===== config.mk =====
export PLATFORM = sky130hd
export DESIGN_NAME = dtp_trigger_pacing
export DESIGN_NICKNAME = d
export VERILOG_FILES = /design/src/dtp_pkg.sv /design/src/dtp_trigger_pacing.sv
export VERILOG_INCLUDE_DIRS = /design/src
export SDC_FILE = /design/constraint.sdc
export NUM_CORES = 1
export LEC_CHECK = 0
export ABC_AREA = 1
export BUFFER_PORTS_ARGS = -buffer_cell sky130_fd_sc_hd__buf_2
export CAP_MARGIN = 20
export CORE_ASPECT_RATIO = 0.6
export CORE_UTILIZATION = 45
export CTS_BUF_LIST = sky130_fd_sc_hd__clkbuf_4 sky130_fd_sc_hd__clkbuf_8
export DETAILED_ROUTE_END_ITERATION = 10
export GPL_ROUTABILITY_DRIVEN = 0
export MAX_ROUTING_LAYER = met4
export SETUP_SLACK_MARGIN = 0.2
export SLEW_MARGIN = 15
export SYNTH_ARGS = -nofsm -noshare
export SYNTH_HDL_FRONTEND = slang
export SYNTH_SLANG_ARGS = --single-unit

===== constraint.sdc =====
create_clock -name ref_clk_i -period 2.3 [get_ports ref_clk_i]
set_input_delay 0.115 -clock ref_clk_i [delete_from_list [all_inputs] [get_ports ref_clk_i]]
set_output_delay 0.115 -clock ref_clk_i [all_outputs]
set_load 0.01 [all_outputs]

===== src/dtp_defs.svh =====
// Purpose: Constants for the trigger and pacing control block
// Assumes: 100 MHz ref_clk_i
// Notes: Offsets are byte addresses on the plain register port
`ifndef DTP_DEFS_SVH
`define DTP_DEFS_SVH

// ----------------------------------------------------------------------
// Timing
// ----------------------------------------------------------------------
`define DTP_CLK_MHZ 100
`define DTP_PULSE_NS 50
`define DTP_UPD_OUT_NS 225
`define DTP_CONV_GAP_NS 5000
`define DTP_UPD_LAT_NS 100
`define DTP_PULSE_CYC ((`DTP_PULSE_NS * `DTP_CLK_MHZ + 999) / 1000)
`define DTP_UPD_OUT_CYC ((`DTP_UPD_OUT_NS * `DTP_CLK_MHZ + 999) / 1000)
`define DTP_CONV_GAP_CYC ((`DTP_CONV_GAP_NS * `DTP_CLK_MHZ + 999) / 1000)
`define DTP_UPD_LAT_CYC ((`DTP_UPD_LAT_NS * `DTP_CLK_MHZ) / 1000)

// ----------------------------------------------------------------------
// Register offsets
// ----------------------------------------------------------------------
`define DTP_REG_CTRL 6'h00
`define DTP_REG_AI_SEL 6'h04
`define DTP_REG_AO_SEL 6'h08
`define DTP_REG_OUT_SEL 6'h0C
`define DTP_REG_AI_DIV 6'h10
`define DTP_REG_CHANS 6'h14
`define DTP_REG_POST 6'h18
`define DTP_REG_STATUS 6'h1C
`define DTP_REG_AO_DIV 6'h20
`define DTP_REG_CMD 6'h24

// ----------------------------------------------------------------------
// Field positions and reset values
// ----------------------------------------------------------------------
`define DTP_CTRL_PRETRIG 1
`define DTP_CTRL_EXT_CONV 2
`define DTP_CTRL_SW_GATE 3
`define DTP_CTRL_AI_EXT_TB 4
`define DTP_CTRL_AO_EXT_TB 6
`define DTP_CTRL_GATE_EN 7
`define DTP_CTRL_AO_EXT_UPD 8
`define DTP_CMD_AI_ARM 0
`define DTP_CMD_AI_DISARM 1
`define DTP_CMD_AO_ARM 2
`define DTP_CMD_AO_DISARM 3
`define DTP_AI_SEL_RST 16'h5002
`define DTP_AO_SEL_RST 13'h0034
`define DTP_OUT_SEL_RST 10'h0000
`define DTP_SRC_HDR 3'h6
`define DTP_HDR_STOP 4'h6
`define DTP_HDR_CONV 4'h7
`define DTP_HDR_AOST 4'h8
`define DTP_HDR_NONE 4'hF
`endif


===== src/dtp_pkg.sv =====
// Purpose: Types for the trigger and pacing control block
// Assumes: Nothing beyond the defs header
// Notes: One-hot state codes
`default_nettype none
package dtp_pkg;
    typedef enum logic [1:0] {S_IDLE = 2'b01, S_SCAN = 2'b10} dtp_scan_t;
    typedef enum logic [2:0] {
        A_IDLE = 3'b001, A_PRE = 3'b010, A_POST = 3'b100
    } dtp_acq_t;
    typedef enum logic [2:0] {
        O_IDLE = 3'b001, O_WAIT = 3'b010, O_RUN = 3'b100
    } dtp_ao_t;
endpackage
`default_nettype wire


===== src/dtp_trigger_pacing.sv =====
// Purpose: Trigger, pacing and strobe control for analog in and out
// Assumes: Inputs synchronous to ref_clk_i; clock is the board time base
// Notes: Registers on a plain port, read data one cycle after strobe
// Behaviour
// - Pre-trigger mode stores circularly until post count
// - Stop trigger source selectable, default input 2
// - Chosen stop edge starts post-trigger counting
// - Routed stop trigger is 50 ns high pulse
// - Scan begin pulse 50 ns at scan start
// - Sample-hold polar, whole scan when chans above 1, drops at last
// - Convert strobe source and polarity selectable, routable
// - External convert edge starts one conversion
// - Internal pacer converts, gated by hardware or software
// - Active gate holds off scans, finishes current scan
// - Input pacer may use external polar time base
// - Acquisition done gives 50 ns routable pulse
// - Output start edge starts waveform generation
// - Routed output start is 50 ns high pulse
// - Each update edge updates outputs within 100 ns
// - Routed update strobe is 230 ns polar pulse
// - Output pacer may use external limited time base
// - All timing derives from one time base
`include "dtp_defs.svh"
`default_nettype none
module dtp_trigger_pacing (
    input wire logic ref_clk_i,
    input wire logic sys_rst_i,
    input wire logic [5:0] aux_input_pin_i,
    input wire logic hdr_acq_stop_in_i,
    input wire logic hdr_adc_conv_in_i,
    input wire logic hdr_dac_start_in_i,
    input wire logic [5:0] reg_addr_i,
    input wire logic [31:0] reg_wdata_i,
    input wire logic reg_wr_i,
    input wire logic reg_rd_i,
    output logic [31:0] reg_rdata_o,
    output logic [2:0] aux_output_pin_o,
    output logic adc_conv_o,
    output logic [12:0] buf_addr_o,
    output logic dac_update_o
);
    import dtp_pkg::*;

    // ------------------------------------------------------------------
    // Registers and state
    // ------------------------------------------------------------------
    logic [8:0] ctrl;
    logic [15:0] ai_sel;
    logic [12:0] ao_sel;
    logic [9:0] out_sel;
    logic [15:0] ai_div, ao_div, ai_pc, ao_pc;
    logic [7:0] chans, conv_left;
    logic [23:0] post_cnt, post_left;
    logic [9:0] gap;
    logic [12:0] buf_addr;
    logic pace_pend;
    dtp_scan_t scan_state;
    dtp_acq_t acq_state;
    dtp_ao_t ao_state;
    logic [8:0] in_s1, in_s2;
    logic [5:0] lv_q;
    logic [4:0] pc [5];

    localparam int P_STOP = 0;
    localparam int P_SCAN = 1;
    localparam int P_DONE = 2;
    localparam int P_AOST = 3;
    localparam int P_UPD = 4;

    function automatic logic pick(input logic [8:0] v, input logic [2:0] s,
                                  input logic [3:0] hdr);
        logic r;
        r = 1'b0;
        if (s < `DTP_SRC_HDR)
            r = v[s];
        else if (hdr != `DTP_HDR_NONE)
            r = v[hdr];
        return r;
    endfunction

    // ------------------------------------------------------------------
    // Input selection, polarity and edges
    // ------------------------------------------------------------------
    wire [8:0] raw = {hdr_dac_start_in_i, hdr_adc_conv_in_i,
                      hdr_acq_stop_in_i, aux_input_pin_i};
    wire stop_lv = pick(in_s2, ai_sel[2:0], `DTP_HDR_STOP) ^ ai_sel[3];
    wire conv_lv = pick(in_s2, ai_sel[6:4], `DTP_HDR_CONV) ^ ai_sel[7];
    wire gate_lv = pick(in_s2, ai_sel[10:8], `DTP_HDR_NONE) ^ ai_sel[11];
    wire aitb_lv = pick(in_s2, ai_sel[14:12], `DTP_HDR_NONE) ^ ai_sel[15];
    wire aost_lv = pick(in_s2, ao_sel[2:0], `DTP_HDR_AOST) ^ ao_sel[3];
    wire upd_lv = pick(in_s2, ao_sel[6:4], `DTP_HDR_NONE) ^ ao_sel[7];
    wire aotb_lv = pick(in_s2, ao_sel[10:8], `DTP_HDR_NONE) ^ ao_sel[11];
    wire [5:0] lv = {aotb_lv, upd_lv, aost_lv, aitb_lv, conv_lv, stop_lv};
    wire [5:0] rise = lv & ~lv_q;
    wire stop_edge = rise[0];
    wire conv_edge = rise[1];

    // ------------------------------------------------------------------
    // Register port decode
    // ------------------------------------------------------------------
    wire wr_ctrl = reg_wr_i && reg_addr_i == `DTP_REG_CTRL;
    wire wr_cmd = reg_wr_i && reg_addr_i == `DTP_REG_CMD;
    wire ai_arm = wr_cmd && reg_wdata_i[`DTP_CMD_AI_ARM];
    wire ai_disarm = wr_cmd && reg_wdata_i[`DTP_CMD_AI_DISARM];
    wire ao_arm = wr_cmd && reg_wdata_i[`DTP_CMD_AO_ARM];
    wire ao_disarm = wr_cmd && reg_wdata_i[`DTP_CMD_AO_DISARM];
    wire gate_on = ctrl[`DTP_CTRL_SW_GATE]
                   | (ctrl[`DTP_CTRL_GATE_EN] & gate_lv);
    wire [31:0] status = {21'h0, ao_state, acq_state, scan_state,
                          pace_pend, gate_on, post_left == 24'h0};
    logic [31:0] rd_mux;
    always_comb begin
        case (reg_addr_i)
            `DTP_REG_CTRL: rd_mux = {23'h0, ctrl};
            `DTP_REG_AI_SEL: rd_mux = {16'h0, ai_sel};
            `DTP_REG_AO_SEL: rd_mux = {19'h0, ao_sel};
            `DTP_REG_OUT_SEL: rd_mux = {22'h0, out_sel};
            `DTP_REG_AI_DIV: rd_mux = {16'h0, ai_div};
            `DTP_REG_CHANS: rd_mux = {24'h0, chans};
            `DTP_REG_POST: rd_mux = {8'h0, post_cnt};
            `DTP_REG_STATUS: rd_mux = status;
            `DTP_REG_AO_DIV: rd_mux = {16'h0, ao_div};
            default: rd_mux = 32'h0;
        endcase
    end

    // ------------------------------------------------------------------
    // Analog input pacing and scan control
    // ------------------------------------------------------------------
    wire ext_conv = ctrl[`DTP_CTRL_EXT_CONV];
    wire acq_run = acq_state != A_IDLE;
    // Clock itself is the internal time base
    wire ai_tick = ctrl[`DTP_CTRL_AI_EXT_TB] ? rise[2] : 1'b1;
    wire ao_tick = ctrl[`DTP_CTRL_AO_EXT_TB] ? rise[5] : 1'b1;
    wire pace_hit = ai_tick && ai_pc == 16'h0;
    wire scan_start = scan_state == S_IDLE && acq_run
                      && (ext_conv ? conv_edge
                          : (pace_pend && !gate_on));
    wire next_conv = ext_conv ? conv_edge : gap == 10'h0;
    wire conv_in_scan = scan_state == S_SCAN && acq_run && next_conv;
    wire conv_go = scan_start || conv_in_scan;
    wire last_conv = scan_start ? chans <= 8'h1 : conv_left == 8'h1;
    wire post_end = acq_state == A_POST && conv_go && post_left <= 24'h1;
    wire acq_done = post_end || (acq_run && ai_disarm);

    // ------------------------------------------------------------------
    // Analog output trigger and update
    // ------------------------------------------------------------------
    wire ao_start = ao_state == O_WAIT && rise[3];
    wire upd_go = ao_state == O_RUN
                  && (ctrl[`DTP_CTRL_AO_EXT_UPD] ? rise[4]
                      : (ao_tick && ao_pc == 16'h0));

    // ------------------------------------------------------------------
    // Pulse stretchers and output routing
    // ------------------------------------------------------------------
    wire [4:0] pt = {upd_go, ao_start, acq_done, scan_start,
                     stop_edge && acq_state == A_PRE};
    logic [4:0] pl;
    genvar gi;
    generate
        for (gi = 0; gi < 5; gi++) begin : g_pulse
            localparam logic [4:0] W = (gi == P_UPD)
                ? 5'(`DTP_UPD_OUT_CYC) : 5'(`DTP_PULSE_CYC);
            assign pl[gi] = pc[gi] != 5'h0;
            always_ff @(posedge ref_clk_i) begin
                if (sys_rst_i)
                    pc[gi] <= 5'h0;
                else if (pt[gi])
                    pc[gi] <= W;
                else if (pl[gi])
                    pc[gi] <= pc[gi] - 5'h1;
            end
        end
    endgenerate
    wire ssh_lv = (scan_state == S_SCAN) ^ out_sel[9];
    wire upd_lv_out = pl[P_UPD] ^ ao_sel[12];
    wire [7:0] route_src = {upd_lv_out, pl[P_AOST], pl[P_DONE], adc_conv_o,
                            ssh_lv, pl[P_SCAN], pl[P_STOP], 1'b0};
    logic [2:0] next_aux;
    generate
        for (gi = 0; gi < 3; gi++) begin : g_route
            assign next_aux[gi] = route_src[out_sel[3*gi +: 3]];
        end
    endgenerate
    always_ff @(posedge ref_clk_i) begin
        if (sys_rst_i)
            aux_output_pin_o <= 3'h0;
        else
            aux_output_pin_o <= next_aux;
    end

    // ------------------------------------------------------------------
    // Sequential logic
    // ------------------------------------------------------------------
    always_ff @(posedge ref_clk_i) begin
        if (sys_rst_i) begin
            in_s1 <= 9'h0;
            in_s2 <= 9'h0;
            lv_q <= 6'h0;
        end else begin
            in_s1 <= raw;
            in_s2 <= in_s1;
            lv_q <= lv;
        end
    end

    always_ff @(posedge ref_clk_i) begin
        if (sys_rst_i) begin
            ctrl <= 9'h0;
            ai_sel <= `DTP_AI_SEL_RST;
            ao_sel <= `DTP_AO_SEL_RST;
            out_sel <= `DTP_OUT_SEL_RST;
            ai_div <= 16'h0;
            ao_div <= 16'h0;
            chans <= 8'h1;
            post_cnt <= 24'h0;
            reg_rdata_o <= 32'h0;
        end else begin
            reg_rdata_o <= reg_rd_i ? rd_mux : 32'h0;
            if (wr_ctrl)
                ctrl <= reg_wdata_i[8:0];
            if (reg_wr_i && reg_addr_i == `DTP_REG_AI_SEL)
                ai_sel <= reg_wdata_i[15:0];
            if (reg_wr_i && reg_addr_i == `DTP_REG_AO_SEL)
                ao_sel <= reg_wdata_i[12:0];
            if (reg_wr_i && reg_addr_i == `DTP_REG_OUT_SEL)
                out_sel <= reg_wdata_i[9:0];
            if (reg_wr_i && reg_addr_i == `DTP_REG_AI_DIV)
                ai_div <= reg_wdata_i[15:0];
            if (reg_wr_i && reg_addr_i == `DTP_REG_AO_DIV)
                ao_div <= reg_wdata_i[15:0];
            if (reg_wr_i && reg_addr_i == `DTP_REG_CHANS)
                chans <= reg_wdata_i[7:0];
            if (reg_wr_i && reg_addr_i == `DTP_REG_POST)
                post_cnt <= reg_wdata_i[23:0];
        end
    end

    always_ff @(posedge ref_clk_i) begin
        if (sys_rst_i) begin
            ai_pc <= 16'h0;
            pace_pend <= 1'b0;
            scan_state <= S_IDLE;
            conv_left <= 8'h0;
            gap <= 10'h0;
            buf_addr <= 13'h0;
            adc_conv_o <= 1'b0;
            buf_addr_o <= 13'h0;
        end else begin
            if (ai_tick)
                ai_pc <= (ai_pc == 16'h0) ? ai_div : ai_pc - 16'h1;
            if (!acq_run)
                pace_pend <= 1'b0;
            else if (pace_hit)
                pace_pend <= 1'b1;
            else if (scan_start)
                pace_pend <= 1'b0;
            adc_conv_o <= conv_go;
            if (conv_go) begin
                buf_addr_o <= buf_addr;
                buf_addr <= buf_addr + 13'h1;
                gap <= 10'(`DTP_CONV_GAP_CYC - 1);
                conv_left <= scan_start ? chans - 8'h1 : conv_left - 8'h1;
            end else if (gap != 10'h0)
                gap <= gap - 10'h1;
            if (!acq_run || (conv_go && last_conv))
                scan_state <= S_IDLE;
            else if (scan_start)
                scan_state <= S_SCAN;
        end
    end

    always_ff @(posedge ref_clk_i) begin
        if (sys_rst_i) begin
            acq_state <= A_IDLE;
            post_left <= 24'h0;
        end else if (ai_arm) begin
            acq_state <= A_PRE;
        end else if (acq_done) begin
            acq_state <= A_IDLE;
        end else if (acq_state == A_PRE && stop_edge
                     && ctrl[`DTP_CTRL_PRETRIG]) begin
            acq_state <= A_POST;
            post_left <= post_cnt;
        end else if (acq_state == A_POST && conv_go) begin
            post_left <= post_left - 24'h1;
        end
    end

    always_ff @(posedge ref_clk_i) begin
        if (sys_rst_i) begin
            ao_state <= O_IDLE;
            ao_pc <= 16'h0;
            dac_update_o <= 1'b0;
        end else begin
            dac_update_o <= upd_go;
            if (ao_tick)
                ao_pc <= (ao_pc == 16'h0) ? ao_div : ao_pc - 16'h1;
            case (ao_state)
                O_IDLE: if (ao_arm) ao_state <= O_WAIT;
                O_WAIT: begin
                    if (ao_disarm)
                        ao_state <= O_IDLE;
                    else if (ao_start)
                        ao_state <= O_RUN;
                end
                O_RUN: if (ao_disarm) ao_state <= O_IDLE;
                default: ao_state <= O_IDLE;
            endcase
        end
    end
endmodule
`default_nettype wire


==> results.sh <==
export IMPL_core_um2=31200
export IMPL_synth_yosys_seq_area_share=0.436
export IMPL_cap_violations=0
export IMPL_seq_area_um2=6270
export IMPL_synth_edf_count=25
export IMPL_r2r_cells=22
export IMPL_cts_root_buf="clkbuf_8"
export IMPL_worstHoldStart="reg_wr_i"
export IMPL_cp_required_ns=2.80
export IMPL_io_pins=101
export IMPL_max_stage_delay_ns=0.37
export IMPL_cts_sinks=299
export IMPL_violations="setup timing"
export IMPL_syn_area_um2=14300
export IMPL_regToRegEndpoint="post_left[16]"
export IMPL_cts_htree_levels=2
export IMPL_power_density_nw_per_um2=837
export IMPL_postSynthAreaPerCell_um2=7.18
export IMPL_setup_worst_path_class="flip-flop to flip-flop"
export IMPL_cpMostUsedCell="nand2_2"
export IMPL_synth_main_ff_cell="dfxtp_1"
export IMPL_final_nets=2303
export IMPL_slew_violations=0
export IMPL_power_leakage_nw=7.91
export IMPL_worst_pin_slew_ns=0.981
export IMPL_critPathTopFamily="simple AND/OR/NAND/NOR gates"
export IMPL_vias=14700
export IMPL_port_buffers=84
export IMPL_clk_latency_ns=0.61
export IMPL_synth_top_area_share=0.383
export IMPL_drt_iter0_markers=1534
export IMPL_overflow=0
export IMPL_cts_inserted_buffers=46
export IMPL_max_freq_ghz=0.429
export IMPL_grt_pass1_wl_um=73300
export IMPL_clock_path_buffers=3
export IMPL_n_antenna_cell=0
export IMPL_critPathArrivalTime_ns=2.83
export IMPL_n_fill_cell=2775
export IMPL_outcome="finished with violations"
export IMPL_antenna_found_initial=0
export IMPL_die_area_um2=32500
export IMPL_cp_cell_sequence="inv_4 -> buf_6 -> nand2_2 -> nand3_2 -> nand2_2 -> nand2_2 -> nand2_2 -> nand2_2 -> nand3_4 -> nand3_2 -> nand2_1 -> nand2_2 -> nand2_4 -> nand2_2 -> nand2_2 -> nand2_4 -> nor2_8 -> buf_6 -> clkbuf_16 -> nand2_1 -> nand2_1 -> nor2_1"
export IMPL_peakVddDrop_mv=0.619
export IMPL_cts_tree="built"
export IMPL_dr_pass1_iters=6
export IMPL_synth_warnings=0
export IMPL_r2r_start="in_s2[0]"
export IMPL_async_flop_share=0
export IMPL_hold_viol_final=0
export IMPL_path_clk_slew_ns=0.07
export IMPL_hold_class="input pin to flip-flop"
export IMPL_drive_gt1_frac=0.238
export IMPL_rsz0062_at_grt="true"
export IMPL_hold_ws_ns=0.0447
export IMPL_synth_area_top_cells="dfxtp_1, o21ai_0, nand2_1, nor2_1, inv_1"
export IMPL_rows=50
export IMPL_cp_end_kind="flip-flop"
export IMPL_crit_buf_inv=4
export IMPL_wl_per_cell_um=18.5
export IMPL_yosys_cell_types_count=54
export IMPL_relSlewSlack=0.346
export IMPL_syn_inst=1993
export IMPL_via_per_inst=5.47
export IMPL_rrSetupSlack_ns=-0.03
export IMPL_pre_cts_ws_ns=-0.0290
export IMPL_finalSetupViolCount=14
export IMPL_fin_crit_ns=2.33
export IMPL_multi_input_area_um2=7720
export IMPL_fin_ws_ns=-0.0322
export IMPL_min_path_cells=4
export IMPL_fin_skew_ns=0.0310
export IMPL_area_growth_pct=31.9
export IMPL_ys_ff_latch=299
export IMPL_dp_hpwl_um=34200
export IMPL_min_to="ao_state[2]"
export IMPL_crit_fanout=4
export IMPL_totalWireLength_um=49700
export IMPL_die_h_um=140
export IMPL_finalCritPeriodShare=1.01
export IMPL_synth_top_area_cell="dfxtp_1"
export IMPL_start_util=0.458
export IMPL_grt_pass1_vias=12800
export IMPL_die_w_um=232
export IMPL_critPathLaunchType="flip-flop"
export IMPL_critPathSlowestCell="dfxtp_4"
export IMPL_drc=0
export IMPL_grt_max_degree=63
export IMPL_final_antenna_net_count=0
export IMPL_grt_total_usage=0.301
[per-layer routing]
metal  vias up  global-route usage  share of wire
li1       7050                   -              -
met1      6848               0.460           0.47
met2       670               0.384           0.39
met3       102              0.0737           0.11
met4         0              0.0765          0.025
met5         -                   -              0
[how the worst max path moves through the flow]
stage,from,endpoint,slack (ns),depth (start not counted)
after floorplan,ai_sel[4],pc[2][0],0.39,15
after global placement,ao_sel[4],pc[4][2],0.02,14
after detailed placement,in_s2[0],pc[2][3],-0.03,17
after CTS,in_s2[0],post_left[17],0.10,22
after global routing,in_s2[0],post_left[16],-0.12,22
final,in_s2[0],post_left[16],-0.03,22
[flip-flops by register name, summed over array words and instances, names as in the netlist, 10 cells and up]
signal       flops
ao_pc           16
buf_addr_o      13
post_cnt        24
out_sel         10
ai_sel          16
ao_div          16
ai_div          16
ao_sel          13
ai_pc           16
buf_addr        13
reg_rdata_o     24
gap             10
post_left       24
pc              25
[worst register-to-register path, stage by stage (launching register included)]
cell	delay, ns
dfxtp_4	0.37
inv_4	0.05
buf_6	0.10
nand2_2	0.06
nand3_2	0.08
nand2_2	0.10
nand2_2	0.06
nand2_2	0.09
nand2_2	0.08
nand3_4	0.08
nand3_2	0.09
nand2_1	0.09
nand2_2	0.07
nand2_4	0.09
nand2_2	0.06
nand2_2	0.10
nand2_4	0.07
nor2_8	0.13
buf_6	0.17
clkbuf_16	0.15
nand2_1	0.04
nand2_1	0.06
nor2_1	0.04
[synthesized netlist by cell type, types with 3 or more instances]
cell type  count
a31oi_1       15
o22ai_1       21
o211ai_1       9
ha_1          18
xnor2_1       20
nand2_2        5
nor3_1        43
o31ai_1        3
buf_4         11
a32oi_1        3
clkbuf_1      55
nor2_2         4
o21ai_1       12
nor2_1       296
a22oi_1        3
nand3b_1       4
a221oi_1      12
inv_2          5
a211oi_1       6
nand4_1       14
buf_6          4
buf_2          9
xor2_1        45
inv_1        238
nand2_1      314
buf_1          3
clkinv_1       3
dfxtp_1      274
edfxtp_1      25
nand3_1       73
o21ai_0      243
nor4_1        10
a21oi_1      166
[placed cells by master (no fill, tap or decap), types with 19 or more instances in the layout]
master and count:
nand2_1 253, buf_6 27, o21ai_2 25, dlygate4sd3_1 36
o21ai_1 50, nand2_2 51, xor2_1 44, buf_4 92
dfxtp_1 260, nor3_1 34, clkbuf_8 55, nor2_2 19
o22ai_1 20, edfxtp_1 25, nand3_1 51, a21oi_1 148
inv_1 222, buf_2 84, xnor2_1 20, o21ai_0 174
nor2_1 273
[timing repair]
item | CTS | global route
hold endpoints to repair | 106 | 0
pin swaps | 20 | 69
setup endpoints to repair | 148 | 155
gates resized for setup | 113 | 298
buffers inserted | 16 | 23
cloned | 5 | 8
hold buffers | 36 | 0
[stage by stage]
stage                     power (W)  cell area, um2  utilization  setup TNS [ns]  std cells
after floorplan             0.00903           14300            -               0       2000
after global placement       0.0100           15700        0.501               0       2514
after detailed placement     0.0101           15700        0.501          -0.168       2514
after CTS                    0.0151           17600        0.562               0       2650
after global routing         0.0167           18900        0.604           -2.34       2681
final                        0.0158           18900        0.604          -0.200       2681
[area by class of cell]
type | instances | share of cell area
clock buffers | 66 | 0.0445
clock inverters | 13 | 0.00776
inverters | 246 | 0.0524
multi-input cells | 1373 | 0.409
flip-flops and latches | 299 | 0.332
well taps | 416 | 0.0276
repair buffers | 268 | 0.126
[cells by family after synthesis]
kind of cell,share of synthesized area
compound gates,0.190
xor+xnor,0.0398
fa+ha+maj,0.0157
buf+inv,0.0918
flops,0.436
mux,0.000700
other cells,0.000262
simple gates,0.225
[power breakdown]
group	leakage [nW]	internal, W	switching, W
clock network	0.516	0.00268	0.00224
registers	2.51	0.00588	0.000451
logic	4.88	0.00179	0.00275
Note: power is estimated with default switching activity, not from simulation.
